$ cat src/vmic_pkg.sv
package vmic_pkg;
    // Device register byte addresses on the device access port
    localparam logic [7:0] DEV_LEVEL1_ADDR  = 8'h36;
    localparam logic [7:0] DEV_CIRC_ADDR    = 8'h34;
    localparam logic [7:0] DEV_CMP_ADDR     = 8'h30;
    localparam logic [7:0] DEV_EDGE_ADDR    = 8'h35;
    localparam logic [7:0] DEV_CLK1_ADDR    = 8'h07;
    localparam logic [7:0] DEV_MON1_ADDR    = 8'h39;
    localparam logic [7:0] DEV_MON2_ADDR    = 8'h3a;
    // Device field positions
    localparam int unsigned CIRC1_BIT       = 6;
    localparam int unsigned CIRC2_BIT       = 7;
    localparam int unsigned COMPARATOR_PATH_SEL_BIT     = 0;
    localparam int unsigned MON1_IRQ_TYPE_SEL_BIT     = 1;
    localparam int unsigned MON2_IRQ_TYPE_SEL_BIT     = 2;
    localparam int unsigned EDGE1_BIT       = 1;
    localparam int unsigned EDGE2_BIT       = 2;
    localparam int unsigned OSC_STOP_BIT    = 4;
    localparam int unsigned MON_ENABLE_BIT  = 0;
    localparam int unsigned MON_BYPASS_BIT  = 1;
    localparam int unsigned MON_FLAG_BIT    = 2;
    localparam int unsigned MON_DIV_POS     = 4;
    localparam int unsigned MON_COND_BIT    = 7;
    localparam logic [7:0]  LEVEL_MASK      = 8'h0f;
    localparam logic [7:0]  MON_DIV_MASK    = 8'h30;
    // APB register offsets
    localparam logic [7:0] REG_CTRL   = 8'h00;
    localparam logic [7:0] REG_CFG1   = 8'h04;
    localparam logic [7:0] REG_CFG2   = 8'h08;
    localparam logic [7:0] REG_STATUS = 8'h0c;
    localparam logic [7:0] REG_ISTAT  = 8'h10;
    localparam logic [7:0] REG_IMASK  = 8'h14;
    // CTRL and CFG fields
    localparam int unsigned CTRL_START  = 0;
    localparam int unsigned CTRL_CHAN   = 1;
    localparam int unsigned CTRL_OFF    = 2;
    localparam int unsigned CFG_DIV_POS = 4;
    localparam int unsigned CFG_BYPASS  = 6;
    localparam int unsigned CFG_TYPE    = 7;
    localparam int unsigned CFG_EDGE    = 8;
    localparam int unsigned CFG_COND    = 9;
    localparam logic [9:0]  CFG_RESET   = 10'h040;
    // Timing: settle time and oscillator period in ns, counts rounded up
    localparam int unsigned CLK_NS     = 25;
    localparam int unsigned SETTLE_NS  = 100000;
    localparam int unsigned SETTLE_CYC = (SETTLE_NS + CLK_NS - 1) / CLK_NS;
    localparam int unsigned LOCO_NS    = 8000;
    localparam int unsigned LOCO_CYC   = (LOCO_NS + CLK_NS - 1) / CLK_NS;
    localparam int unsigned FWAIT_SAMPLES = 2;
    typedef enum logic [3:0] {ST_IDLE, ST_LEVEL, ST_CIRC, ST_SETTLE, ST_CMP, ST_FILT, ST_EDGE, ST_COND,
                              ST_CLRFLAG, ST_OSC, ST_FWAIT, ST_ENABLE, ST_CHECK, ST_OFF} vmic_state_t;
    typedef enum logic [1:0] {PH_IDLE, PH_READ, PH_CAP, PH_WRITE} vmic_phase_t;
endpackage : vmic_pkg

$ cat src/vmic_acc_if.sv
`timescale 1ns/10ps
interface vmic_acc_if;
    logic       req;
    logic       rd_only;
    logic [7:0] addr;
    logic [7:0] set_mask;
    logic [7:0] clr_mask;
    logic       done;
    logic [7:0] rdata;
    modport ctl  (output req, rd_only, addr, set_mask, clr_mask, input done, rdata);
    modport port (input req, rd_only, addr, set_mask, clr_mask, output done, rdata);
endinterface : vmic_acc_if

$ cat src/vmic_ctl.sv
// Operation
// - Channel one: pick level, enable detect circuit, then wait settle time.
// - After settling, set comparator path bit, then pick interrupt type.
// - Filter: pick sampling divider then clear bypass; no filter: set bypass.
// - Set edge mode and condition bit after filter configuration.
// - Clear change flag after timing selection, before enabling interrupt.
// - With filter, start low-speed oscillator by writing 0 to its stop bit.
// - With filter, wait two sampling clocks before enabling; none otherwise.
// - Last step: set the channel interrupt enable bit.
// - With enable at 0, comparator/type and divider/bypass may share writes.
// - After enabling, read the flag; if 1, handle low voltage in software.
// - Channel two follows the same order without level selection.
// - Channel one stop-mode wake needs bypass set; device delivers unfiltered.
// - Channel two stop-mode wake needs bypass set; device delivers unfiltered.
//
// The address map and the APB slave port were chosen for this implementation.
`timescale 1ns/10ps
module vmic_ctl
    import vmic_pkg::*;
#(
    parameter int unsigned SETTLE_CYCLES = SETTLE_CYC, // Detect circuit settle wait
    parameter int unsigned LOCO_CYCLES   = LOCO_CYC    // Clocks per oscillator period
)(
    input  wire logic        clock_in,      // 40 MHz clock
    input  wire logic        rst_n_in,      // Async reset, active low
    input  wire logic        psel_in,       // APB select
    input  wire logic        penable_in,    // APB enable
    input  wire logic        pwrite_in,     // APB direction
    input  wire logic [7:0]  paddr_in,      // APB byte address
    input  wire logic [31:0] pwdata_in,     // APB write data
    output logic [31:0]      prdata_out,    // APB read data
    output logic             pready_out,    // APB ready
    output logic             pslverr_out,   // APB error on unmapped address
    output logic [7:0]       dev_addr_out,  // Device register address
    output logic [7:0]       dev_wdata_out, // Device write data
    output logic             dev_wr_out,    // Device write strobe
    output logic             dev_rd_out,    // Device read strobe
    input  wire logic [7:0]  dev_rdata_in,  // Device read data
    input  wire logic [1:0]  dev_irq_in,    // Device monitor interrupt requests
    output logic             irq_out        // Level interrupt
);
    function automatic logic [7:0] vmic_bit(input int unsigned pos);
        return 8'h01 << pos;
    endfunction : vmic_bit

    function automatic logic [7:0] vmic_mon_addr(input logic ch);
        return ch ? DEV_MON2_ADDR : DEV_MON1_ADDR;
    endfunction : vmic_mon_addr

    vmic_acc_if  acc ();
    vmic_state_t state_q;
    logic        ch_q;
    logic [9:0]  cfg1_q;
    logic [9:0]  cfg2_q;
    logic [9:0]  cfg;
    logic [5:0]  istat_q;
    logic [5:0]  istat_d;
    logic [5:0]  imask_q;
    logic [5:0]  events;
    logic [1:0]  irq_prev_q;
    logic [1:0]  enabled_q;
    logic        clr_seen_q;
    logic        tmr_load_q;
    logic        tmr_zero;
    logic [15:0] tmr_count_q;
    logic        access;
    logic        wr_en;
    logic        mapped;
    logic [31:0] rd_mux;
    logic        cmd_start;
    logic        cmd_off;
    logic        setup_done;
    logic        pend_seen;

    vmic_dev_port u_port (
        .clock_in      (clock_in),
        .rst_n_in      (rst_n_in),
        .acc           (acc.port),
        .dev_addr_out  (dev_addr_out),
        .dev_wdata_out (dev_wdata_out),
        .dev_wr_out    (dev_wr_out),
        .dev_rd_out    (dev_rd_out),
        .dev_rdata_in  (dev_rdata_in)
    );

    vmic_timer u_timer (
        .clock_in (clock_in),
        .rst_n_in (rst_n_in),
        .load_in  (tmr_load_q),
        .count_in (tmr_count_q),
        .zero_out (tmr_zero)
    );

    // APB slave: pready comes one access cycle late so every output is a flop
    assign access = psel_in && penable_in;
    assign wr_en  = access && pready_out && pwrite_in;
    assign cfg    = ch_q ? cfg2_q : cfg1_q;

    always_comb begin
        mapped = 1'b1;
        rd_mux = 32'h0000_0000;
        case (paddr_in)
            REG_CTRL:   rd_mux = 32'h0000_0000;
            REG_CFG1:   rd_mux = {22'h000000, cfg1_q};
            REG_CFG2:   rd_mux = {22'h000000, cfg2_q};
            REG_STATUS: rd_mux = {24'h000000, enabled_q, ch_q, state_q, (state_q != ST_IDLE)};
            REG_ISTAT:  rd_mux = {26'h0000000, istat_q};
            REG_IMASK:  rd_mux = {26'h0000000, imask_q};
            default:    mapped = 1'b0;
        endcase
    end

    always_ff @(posedge clock_in or negedge rst_n_in) begin
        if (!rst_n_in) begin
            pready_out  <= 1'b0;
            prdata_out  <= 32'h0000_0000;
            pslverr_out <= 1'b0;
        end else begin
            pready_out  <= access && !pready_out;
            prdata_out  <= (access && !pready_out && !pwrite_in) ? rd_mux : 32'h0000_0000;
            pslverr_out <= access && !pready_out && !mapped;
        end
    end

    always_ff @(posedge clock_in or negedge rst_n_in) begin
        if (!rst_n_in) begin
            cfg1_q  <= CFG_RESET;
            cfg2_q  <= CFG_RESET;
            imask_q <= 6'h00;
        end else if (wr_en) begin
            if (paddr_in == REG_CFG1) cfg1_q <= pwdata_in[9:0];
            if (paddr_in == REG_CFG2) cfg2_q <= pwdata_in[9:0];
            if (paddr_in == REG_IMASK) imask_q <= pwdata_in[5:0];
        end
    end

    // Commands arriving while a sequence runs are dropped; software polls busy
    assign cmd_start = wr_en && (paddr_in == REG_CTRL) && pwdata_in[CTRL_START] && (state_q == ST_IDLE);
    assign cmd_off   = wr_en && (paddr_in == REG_CTRL) && pwdata_in[CTRL_OFF] && !pwdata_in[CTRL_START]
                       && (state_q == ST_IDLE);

    // One device access per state, none in idle, settle wait and filter wait
    always_comb begin
        acc.req      = 1'b1;
        acc.rd_only  = 1'b0;
        acc.addr     = vmic_mon_addr(ch_q);
        acc.set_mask = 8'h00;
        acc.clr_mask = 8'h00;
        case (state_q)
            ST_LEVEL: begin
                acc.addr     = DEV_LEVEL1_ADDR;
                acc.clr_mask = LEVEL_MASK;
                acc.set_mask = {4'h0, cfg1_q[3:0]};
            end
            ST_CIRC: begin
                acc.addr     = DEV_CIRC_ADDR;
                acc.set_mask = vmic_bit(ch_q ? CIRC2_BIT : CIRC1_BIT);
            end
            ST_CMP: begin
                acc.addr     = DEV_CMP_ADDR;
                acc.clr_mask = vmic_bit(ch_q ? MON2_IRQ_TYPE_SEL_BIT : MON1_IRQ_TYPE_SEL_BIT);
                acc.set_mask = vmic_bit(COMPARATOR_PATH_SEL_BIT) | (cfg[CFG_TYPE] ? acc.clr_mask : 8'h00);
            end
            ST_FILT: begin
                acc.clr_mask = vmic_bit(MON_ENABLE_BIT) | vmic_bit(MON_BYPASS_BIT) | MON_DIV_MASK;
                acc.set_mask = cfg[CFG_BYPASS] ? vmic_bit(MON_BYPASS_BIT)
                             : ({6'h00, cfg[CFG_DIV_POS+1:CFG_DIV_POS]} << MON_DIV_POS);
            end
            ST_EDGE: begin
                acc.addr     = DEV_EDGE_ADDR;
                acc.clr_mask = vmic_bit(ch_q ? EDGE2_BIT : EDGE1_BIT);
                acc.set_mask = cfg[CFG_EDGE] ? acc.clr_mask : 8'h00;
            end
            ST_COND: begin
                acc.clr_mask = vmic_bit(MON_COND_BIT);
                acc.set_mask = cfg[CFG_COND] ? acc.clr_mask : 8'h00;
            end
            ST_CLRFLAG: acc.clr_mask = vmic_bit(MON_FLAG_BIT);
            ST_OSC: begin
                acc.addr     = DEV_CLK1_ADDR;
                acc.clr_mask = vmic_bit(OSC_STOP_BIT);
            end
            ST_ENABLE: acc.set_mask = vmic_bit(MON_ENABLE_BIT);
            ST_CHECK:  acc.rd_only  = 1'b1;
            ST_OFF:    acc.clr_mask = vmic_bit(MON_ENABLE_BIT);
            default:   acc.req      = 1'b0;
        endcase
    end

    // Setup sequencer
    always_ff @(posedge clock_in or negedge rst_n_in) begin
        if (!rst_n_in) begin
            state_q     <= ST_IDLE;
            ch_q        <= 1'b0;
            tmr_load_q  <= 1'b0;
            tmr_count_q <= 16'h0000;
        end else begin
            tmr_load_q <= 1'b0;
            case (state_q)
                ST_IDLE: begin
                    if (cmd_start) begin
                        ch_q    <= pwdata_in[CTRL_CHAN];
                        state_q <= pwdata_in[CTRL_CHAN] ? ST_CIRC : ST_LEVEL;
                    end else if (cmd_off) begin
                        ch_q    <= pwdata_in[CTRL_CHAN];
                        state_q <= ST_OFF;
                    end
                end
                ST_LEVEL:   if (acc.done) state_q <= ST_CIRC;
                ST_CIRC: begin
                    if (acc.done) begin
                        tmr_load_q  <= 1'b1;
                        tmr_count_q <= 16'(SETTLE_CYCLES);
                        state_q     <= ST_SETTLE;
                    end
                end
                ST_SETTLE:  if (!tmr_load_q && tmr_zero) state_q <= ST_CMP;
                ST_CMP:     if (acc.done) state_q <= ST_FILT;
                ST_FILT:    if (acc.done) state_q <= ST_EDGE;
                ST_EDGE:    if (acc.done) state_q <= ST_COND;
                ST_COND:    if (acc.done) state_q <= ST_CLRFLAG;
                ST_CLRFLAG: if (acc.done) state_q <= cfg[CFG_BYPASS] ? ST_ENABLE : ST_OSC;
                ST_OSC: begin
                    if (acc.done) begin
                        tmr_load_q  <= 1'b1;
                        // Two periods of the divided oscillator clock
                        tmr_count_q <= 16'(FWAIT_SAMPLES * LOCO_CYCLES * (32'd1 << cfg[CFG_DIV_POS+1:CFG_DIV_POS]));
                        state_q     <= ST_FWAIT;
                    end
                end
                ST_FWAIT:   if (!tmr_load_q && tmr_zero) state_q <= ST_ENABLE;
                ST_ENABLE:  if (acc.done) state_q <= ST_CHECK;
                ST_CHECK:   if (acc.done) state_q <= ST_IDLE;
                ST_OFF:     if (acc.done) state_q <= ST_IDLE;
                default:    state_q <= ST_IDLE;
            endcase
        end
    end

    always_ff @(posedge clock_in or negedge rst_n_in) begin
        if (!rst_n_in) begin
            clr_seen_q <= 1'b0;
            enabled_q  <= 2'b00;
        end else begin
            if (cmd_start) clr_seen_q <= 1'b0;
            else if (state_q == ST_CLRFLAG && acc.done) clr_seen_q <= 1'b1;
            if (state_q == ST_ENABLE && acc.done) enabled_q[ch_q] <= 1'b1;
            if (state_q == ST_OFF && acc.done) enabled_q[ch_q] <= 1'b0;
        end
    end

    // Events: setup done, flag found set after enable, device request edge.
    // Detections during setup raise no request, so the flag read is the only trace.
    assign setup_done = (state_q == ST_CHECK) && acc.done;
    assign pend_seen  = setup_done && acc.rdata[MON_FLAG_BIT];
    assign events     = {dev_irq_in & ~irq_prev_q,
                         pend_seen && ch_q, pend_seen && !ch_q, setup_done && ch_q, setup_done && !ch_q};
    // A new event wins over a write-one clear in the same cycle
    assign istat_d    = (istat_q & ~((wr_en && paddr_in == REG_ISTAT) ? pwdata_in[5:0] : 6'h00)) | events;

    always_ff @(posedge clock_in or negedge rst_n_in) begin
        if (!rst_n_in) begin
            istat_q    <= 6'h00;
            irq_prev_q <= 2'b00;
            irq_out    <= 1'b0;
        end else begin
            istat_q    <= istat_d;
            irq_prev_q <= dev_irq_in;
            irq_out    <= |(istat_q & imask_q);
        end
    end
endmodule : vmic_ctl

$ cat src/vmic_timer.sv
`timescale 1ns/10ps
module vmic_timer
    import vmic_pkg::*;
(
    input  wire logic        clock_in,   // 40 MHz clock
    input  wire logic        rst_n_in,   // Async reset
    input  wire logic        load_in,    // Load count
    input  wire logic [15:0] count_in,   // Cycles to wait
    output logic             zero_out    // Count run out
);
    logic [15:0] cnt_q;

    always_ff @(posedge clock_in or negedge rst_n_in) begin
        if (!rst_n_in) begin
            cnt_q <= 16'h0000;
        end else if (load_in) begin
            cnt_q <= count_in;
        end else if (cnt_q != 16'h0000) begin
            cnt_q <= cnt_q - 16'h0001;
        end
    end

    assign zero_out = (cnt_q == 16'h0000);
endmodule : vmic_timer

$ cat src/vmic_dev_port.sv
`timescale 1ns/10ps
module vmic_dev_port
    import vmic_pkg::*;
(
    input  wire logic        clock_in,      // 40 MHz clock
    input  wire logic        rst_n_in,      // Async reset
    vmic_acc_if.port         acc,           // Access request
    output logic [7:0]       dev_addr_out,  // Device address
    output logic [7:0]       dev_wdata_out, // Device write data
    output logic             dev_wr_out,    // Write strobe
    output logic             dev_rd_out,    // Read strobe
    input  wire logic [7:0]  dev_rdata_in   // Read data, cycle after strobe
);
    vmic_phase_t ph_q;
    logic [7:0]  rdata_q;
    logic        done_q;

    // Every change is read-modify-write so untouched bits keep their value;
    // a read flag of 1 written back leaves the flag alone.
    always_ff @(posedge clock_in or negedge rst_n_in) begin
        if (!rst_n_in) begin
            ph_q          <= PH_IDLE;
            dev_addr_out  <= 8'h00;
            dev_wdata_out <= 8'h00;
            dev_wr_out    <= 1'b0;
            dev_rd_out    <= 1'b0;
            rdata_q       <= 8'h00;
            done_q        <= 1'b0;
        end else begin
            done_q <= 1'b0;
            case (ph_q)
                PH_IDLE: begin
                    if (acc.req && !done_q) begin
                        dev_addr_out <= acc.addr;
                        dev_rd_out   <= 1'b1;
                        ph_q         <= PH_READ;
                    end
                end
                PH_READ: begin
                    dev_rd_out <= 1'b0;
                    ph_q       <= PH_CAP;
                end
                PH_CAP: begin
                    rdata_q <= dev_rdata_in;
                    if (acc.rd_only) begin
                        done_q <= 1'b1;
                        ph_q   <= PH_IDLE;
                    end else begin
                        dev_wdata_out <= (dev_rdata_in & ~acc.clr_mask) | acc.set_mask;
                        dev_wr_out    <= 1'b1;
                        ph_q          <= PH_WRITE;
                    end
                end
                PH_WRITE: begin
                    dev_wr_out <= 1'b0;
                    done_q     <= 1'b1;
                    ph_q       <= PH_IDLE;
                end
                default: ph_q <= PH_IDLE;
            endcase
        end
    end

    assign acc.done  = done_q;
    assign acc.rdata = rdata_q;
endmodule : vmic_dev_port

$ cat config.mk
export PLATFORM = sky130hd
export DESIGN_NAME = vmic_ctl
export DESIGN_NICKNAME = d
export VERILOG_FILES = /design/src/vmic_pkg.sv /design/src/vmic_acc_if.sv /design/src/vmic_ctl.sv /design/src/vmic_timer.sv /design/src/vmic_dev_port.sv
export SDC_FILE = /design/constraint.sdc
export NUM_CORES = 1
export LEC_CHECK = 0
export ABC_AREA = 1
export BUFFER_PORTS_ARGS = -buffer_cell sky130_fd_sc_hd__clkbuf_2
export CORE_MARGIN = 10
export CORE_UTILIZATION = 51
export CTS_CLUSTER_SIZE = 28
export DETAILED_ROUTE_END_ITERATION = 16
export GPL_TIMING_DRIVEN = 0
export MAX_ROUTING_LAYER = met4
export PLACE_DENSITY = 0.77
export SETUP_SLACK_MARGIN = 0.5
export SLEW_MARGIN = 20
export SYNTH_ARGS = -nofsm -noshare
export SYNTH_HDL_FRONTEND = slang
export SYNTH_HIERARCHICAL = 1
export SYNTH_SLANG_ARGS = --single-unit
$ cat constraint.sdc
create_clock -name clock_in -period 1.85 [get_ports clock_in]
set_input_delay 0 -clock clock_in [delete_from_list [all_inputs] [get_ports clock_in]]
set_output_delay 0 -clock clock_in [all_outputs]
set_load 0.01 [all_outputs]
== Yosys cells after proc, flatten, opt, wreduce, memory -nomap -nowiden ==
Index checks and enable logic that the tools add are counted.

* Register bits after elaboration: 133
* Word-level logic and storage cells: 192
* Input bits: 55
* Output and inout port bits: 53

* Multiply operators: 1
* Reduce and logical (&&, ||, !) cells: 58
* $add $sub $neg: 1
* Shift-type cells: 3
* Multiplexer cells: 56
* Bitwise gates (word level): 13
* Eq/ne operators: 36
* Magnitude comparators: 2

{| class="wikitable"
|+ Operators by type and width
! operator !! count
|-
| 8-bit case mux with 7 select lines || 2
|-
| 16-bit 2-to-1 mux || 4
|-
| 4-bit 2-to-1 mux || 14
|-
| 4-bit case mux with 13 select lines || 1
|-
| 10-bit case mux with 5 select lines || 1
|-
| 3-bit by 32-bit multiplier with 9-bit output (first input constant) || 1
|-
| 32-bit 2-to-1 mux || 1
|-
| 16-bit case mux with 2 select lines || 1
|-
| 1-bit by 2-bit left shift with 32-bit output (first input constant) || 1
|-
| 6-bit case mux with 5 select lines || 1
|-
| 4-bit equality test (second input constant) || 6
|-
| 1-bit logical AND || 24
|-
| 8-bit 2-to-1 mux || 3
|-
| 2-bit by 1-bit != test with 1-bit output (second input constant) || 11
|-
| 4-bit by 3-bit equality test with 1-bit output (second input constant) || 4
|-
| 8-bit by 4-bit equality test with 1-bit output (second input constant) || 2
|-
| 8-bit by 5-bit equality test with 1-bit output (second input constant) || 2
|-
| 16-bit logical NOT || 1
|-
| 2-bit 2-to-1 mux || 8
|-
| 2-bit AND reduction || 8
|-
| 16-bit nonzero test || 1
|-
| 16-bit by 1-bit subtractor with 16-bit output (second input constant) || 1
|-
| 13-bit AND reduction || 1
|-
| 6-bit bitwise AND || 2
|-
| other kinds (36) || 69
|}

== Logic depth before layout (Yosys ltp) ==
* Word-level depth: 10
* Mapped depth: 14
* Mapped depth without buffers: 14

== Hierarchy ==
Netlist, hierarchy kept.

{| class="wikitable"
|+ By module, submodules not included
! module !! cells an instance !! sequential area each (µm²) !! area an instance (µm²) !! times used
|-
| vmic_ctl || 450 || 1579.0 || 3333.2 || 1
|-
| vmic_dev_port || 154 || 725.7 || 1262.5 || 1
|-
| vmic_timer || 168 || 400.4 || 1133.6 || 1
|}

== Worst setup path before layout ==
No wires, ideal clock.

* Path type: register -> register
* Start: reg u_timer.cnt_q[0]
* End: reg state_q[1]
* Library setup time: 65 ps
* Arrival time: 1709 ps
* Required time: 1785 ps
* Clock period less this slack: 1773 ps
* Setup slack: 77 ps
* Path buffers: 0
* Cell stages (with the launch flop): 15
* Cell sequence: dfrtp_1 inv_1 ha_1 nand2_2 nor2_2 nand3_1 nor3_1 nand2_1 nand3_1 nand3_1 nor2_1 nand2_1 inv_2 nand2_1 nand2_1

* Longest elaborated chain between the ends: 4
* Elaborated cells between the ends (all ways): 5
* Classes of those cells: 2 x eq/ne; 3 x reduce/logical

{| class="wikitable"
|+ RTL lines
! item !! RTL line !! text
|-
| from (decl) || vmic_timer.sv:11 || <nowiki>logic [15:0] cnt_q;</nowiki>
|-
| from (signal assigned) || vmic_timer.sv:17 || <nowiki>cnt_q <= count_in;</nowiki>
|-
| from (signal assigned) || vmic_timer.sv:19 || <nowiki>cnt_q <= cnt_q - 16'h0001;</nowiki>
|-
| 16-bit logical NOT * || vmic_timer.sv:23 || <nowiki>assign zero_out = (cnt_q == 16'h0000);</nowiki>
|-
| via tmr_zero || vmic_ctl.sv:64 || <nowiki>logic tmr_zero;</nowiki>
|-
| 1-bit logical AND * || vmic_ctl.sv:217, vmic_ctl.sv:231 ||
|-
| 2-bit != test (no line) || n/a ||
|-
| 13-bit AND reduction (no line) * || n/a ||
|-
| to (signal assigned) || vmic_ctl.sv:203 || <nowiki>state_q <= pwdata_in[CTRL_CHAN] ? ST_CIRC : ST_LEVEL;</nowiki>
|-
| to (signal assigned) || vmic_ctl.sv:222 || <nowiki>ST_CLRFLAG: if (acc.done) state_q <= cfg[CFG_BYPASS] ? ST_ENABLE : ST_OSC;</nowiki>
|-
| to (decl) || vmic_ctl.sv:51 || <nowiki>vmic_state_t state_q;</nowiki>
|}

Mark *: on every way through the listed nets, which the timed path passes. The rest lies on a longest branch.
A chain may end at the register's enable or synchronous reset.

== Worst setup path in the final report ==
* Start: reg u_timer.cnt_q[0]
* End: reg state_q[2]

Same word-level chain as after synthesis.

==> out/metrics.cfg <==
[run_status]
outcome=finished with violations
violations=negative setup slack

[layout]
multi_input_area_um2=2989
syn2layout_area_growth_pct=43.12
register_area_um2=2540
fill_cells=727
drive_above_1_share_pct=36.14
fin_area_um2=7824
nets=1000
diodes=0

[hold_path]
min_path_cells=3
hold_class=input port to flop
min_from=pwdata_in[0]
min_to=cfg2_q[0]

[timing]
finalCritPeriodShare_pct=103.7
fin_ws_ps=-69.32
final_max_slew_viol_count=0
setup_viol=4
worst_pin_slew_ps=664.1
clock_skew_ps=19.76
max_freq_mhz=521.0
relSlewSlack_pct=55.57
hold_violations=0
layout_min_cycle_time_ps=1919
rsz0062_at_grt=yes
setup-tns-final_ps=-152.4

[global_routing]
grt_antenna_before_repair=0
grt_max_degree=53
grt_pass1_wl_um=25620
grt_pass1_vias=5351
grt_usage_pct=21.49
overflow=0

[run]
drv_cap=0

[place]
port_buffers=63
finalWeightedCongestion=0.9574
placed_cell_area_um2=6147
dp.final_hpwl_um=10900
dp_slack_ps=-141.7

[setup_path]
path_class=flop to flop
cp_max_fo=5
crit_arrival_ps=2250
r2r-end=state_q[2]
cp.required_ps=2180
worst_setup_path_end_kind=flop
regToRegSetupSlack_ps=-70
start_kind=flop
r2r_cells=14
timing.rr.start=u_timer/cnt_q[0]

[yosys]
ys_warn_count=6
synth_cells=744
synth_area_um2=5466
syn_avg_cell_area_um2=7.347

[die]
start_util_pct=52.71
dieHeight_um=123.5
die_w_um=123.5
io_pins=108
core_um2=10370
design.die.area_um2=15260
num_rows=37

[power_and_ir_drop]
leakagePower_nw=3.980
p_total_mw=10.92
power_density_nw_per_um2=1396
ir_drop_mv=0.9923

[clock_network]
clk-insertion-delay-late_ps=390
htree_levels=3
cts_tree=built
numCtsBuffers=9
clock-root-buffer=clkbuf_8
cts_buffer_depth=2
cts_sinks=101
clk_pin_slew_worst_paths_ps=110

[drt]
vias=5738
drc=0
routedWlPerCell_um=16.69
firstDrtPassIters=5
drt.antenna.violating_nets=0
drtIter0Drc=563
wirelength_um=18100
via_per_inst=5.288

final cells by class:
class,count,area share (%)
timing repair buffer,156,15.80
sequential,101,32.46
tap,136,2.175
buffer,36,3.310
multi-input combinational,544,38.21
clock buffer,9,1.583
clock inverter,7,1.247
inverter,96,5.213
placed cells by master (no fill, tap or decap), types with 4 or more instances in the layout:
master	count
a21oi_2	4
buf_12	4
buf_2	7
buf_4	66
buf_6	26
clkbuf_2	64
clkbuf_8	10
conb_1	33
dfrtp_1	91
dfrtp_2	8
dlygate4sd3_1	23
inv_1	73
inv_2	12
inv_4	8
nand2_1	217
nand2_2	31
nand2_4	11
nand3_1	36
nand3_2	16
nand3_4	4
nand4_1	4
nor2_1	52
nor2_2	9
nor2_4	28
o21ai_0	35
o21ai_1	20
o21ai_2	8
o21bai_1	4
registers in the layout, indices dropped and copies added (netlist names), 8 cells and up, named ones only:
register              count
u_port/dev_wdata_out      8
cfg2_q                   10
prdata_out               10
u_port/dev_addr_out       8
cfg1_q                   10
tmr_count_q               8
u_timer/cnt_q            16
worst max-delay path: stages (launching register included):
cell and delay [ps]:
dfrtp_1 420, inv_2 90, ha_4 150, nand2_4 60, nor2_4 130, nand3_2 100, nor3_4 180, nand2_2 110
nand3_2 100, nand3_2 70, nor2_2 90, nand2_2 100, inv_2 100, nand2_1 80, nand2_1 60
per-layer routing:
layer  wire length, um  track usage [%]
met4               855            7.787
met5                 0                -
met3              1285            5.014
met2              8736            34.22
met1              7228            26.19
worst max-delay path by stage:
| stage | cells after the start | from | endpoint | slack (ps) |
|---|---|---|---|---|
| 2_1_floorplan | 14 | u_timer/cnt_q[0] | state_q[1] | 180 |
| 3_3_place_gp | 1 | rst_n_in | state_q[2] | -720 |
| 6_report | 14 | u_timer/cnt_q[0] | state_q[2] | -70 |
| 4_1_cts | 14 | u_timer/cnt_q[0] | state_q[2] | 100 |
| 5_1_grt | 14 | u_timer/cnt_q[0] | state_q[2] | -230 |
| 3_5_place_dp | 14 | u_timer/cnt_q[0] | state_q[2] | -140 |
through the flow:
| stage | instances | hold slack (ps) | utilization (%) |
|---|---|---|---|
| 2_1_floorplan | 776 | -295.6 | - |
| 3_3_place_gp | 975 | 124.1 | 58.93 |
| 3_5_place_dp | 976 | -15.69 | 59.28 |
| 4_1_cts | 1045 | 30.37 | 67.69 |
| 5_1_grt | 1085 | 54.06 | 75.45 |
| 6_report | 1085 | 48.24 | 75.45 |
timing repair:
item | in CTS | in global routing
endpoints found under the setup margin | 78 | 80
buffers inserted | 30 | 38
cloned | 0 | 2
pin swaps | 23 | 55
gates resized for setup | 59 | 166
hold endpoints to repair | 141 | 0
hold buffers | 23 | 0
report_power, final:
part / switching (mW) / leakage (nW) / internal, mW
clock: 0.825 / 0.106 / 0.766
combinational: 3.40 / 2.60 / 2.62
sequential: 0.559 / 1.28 / 2.76
Power figures use the tool's default switching activity.
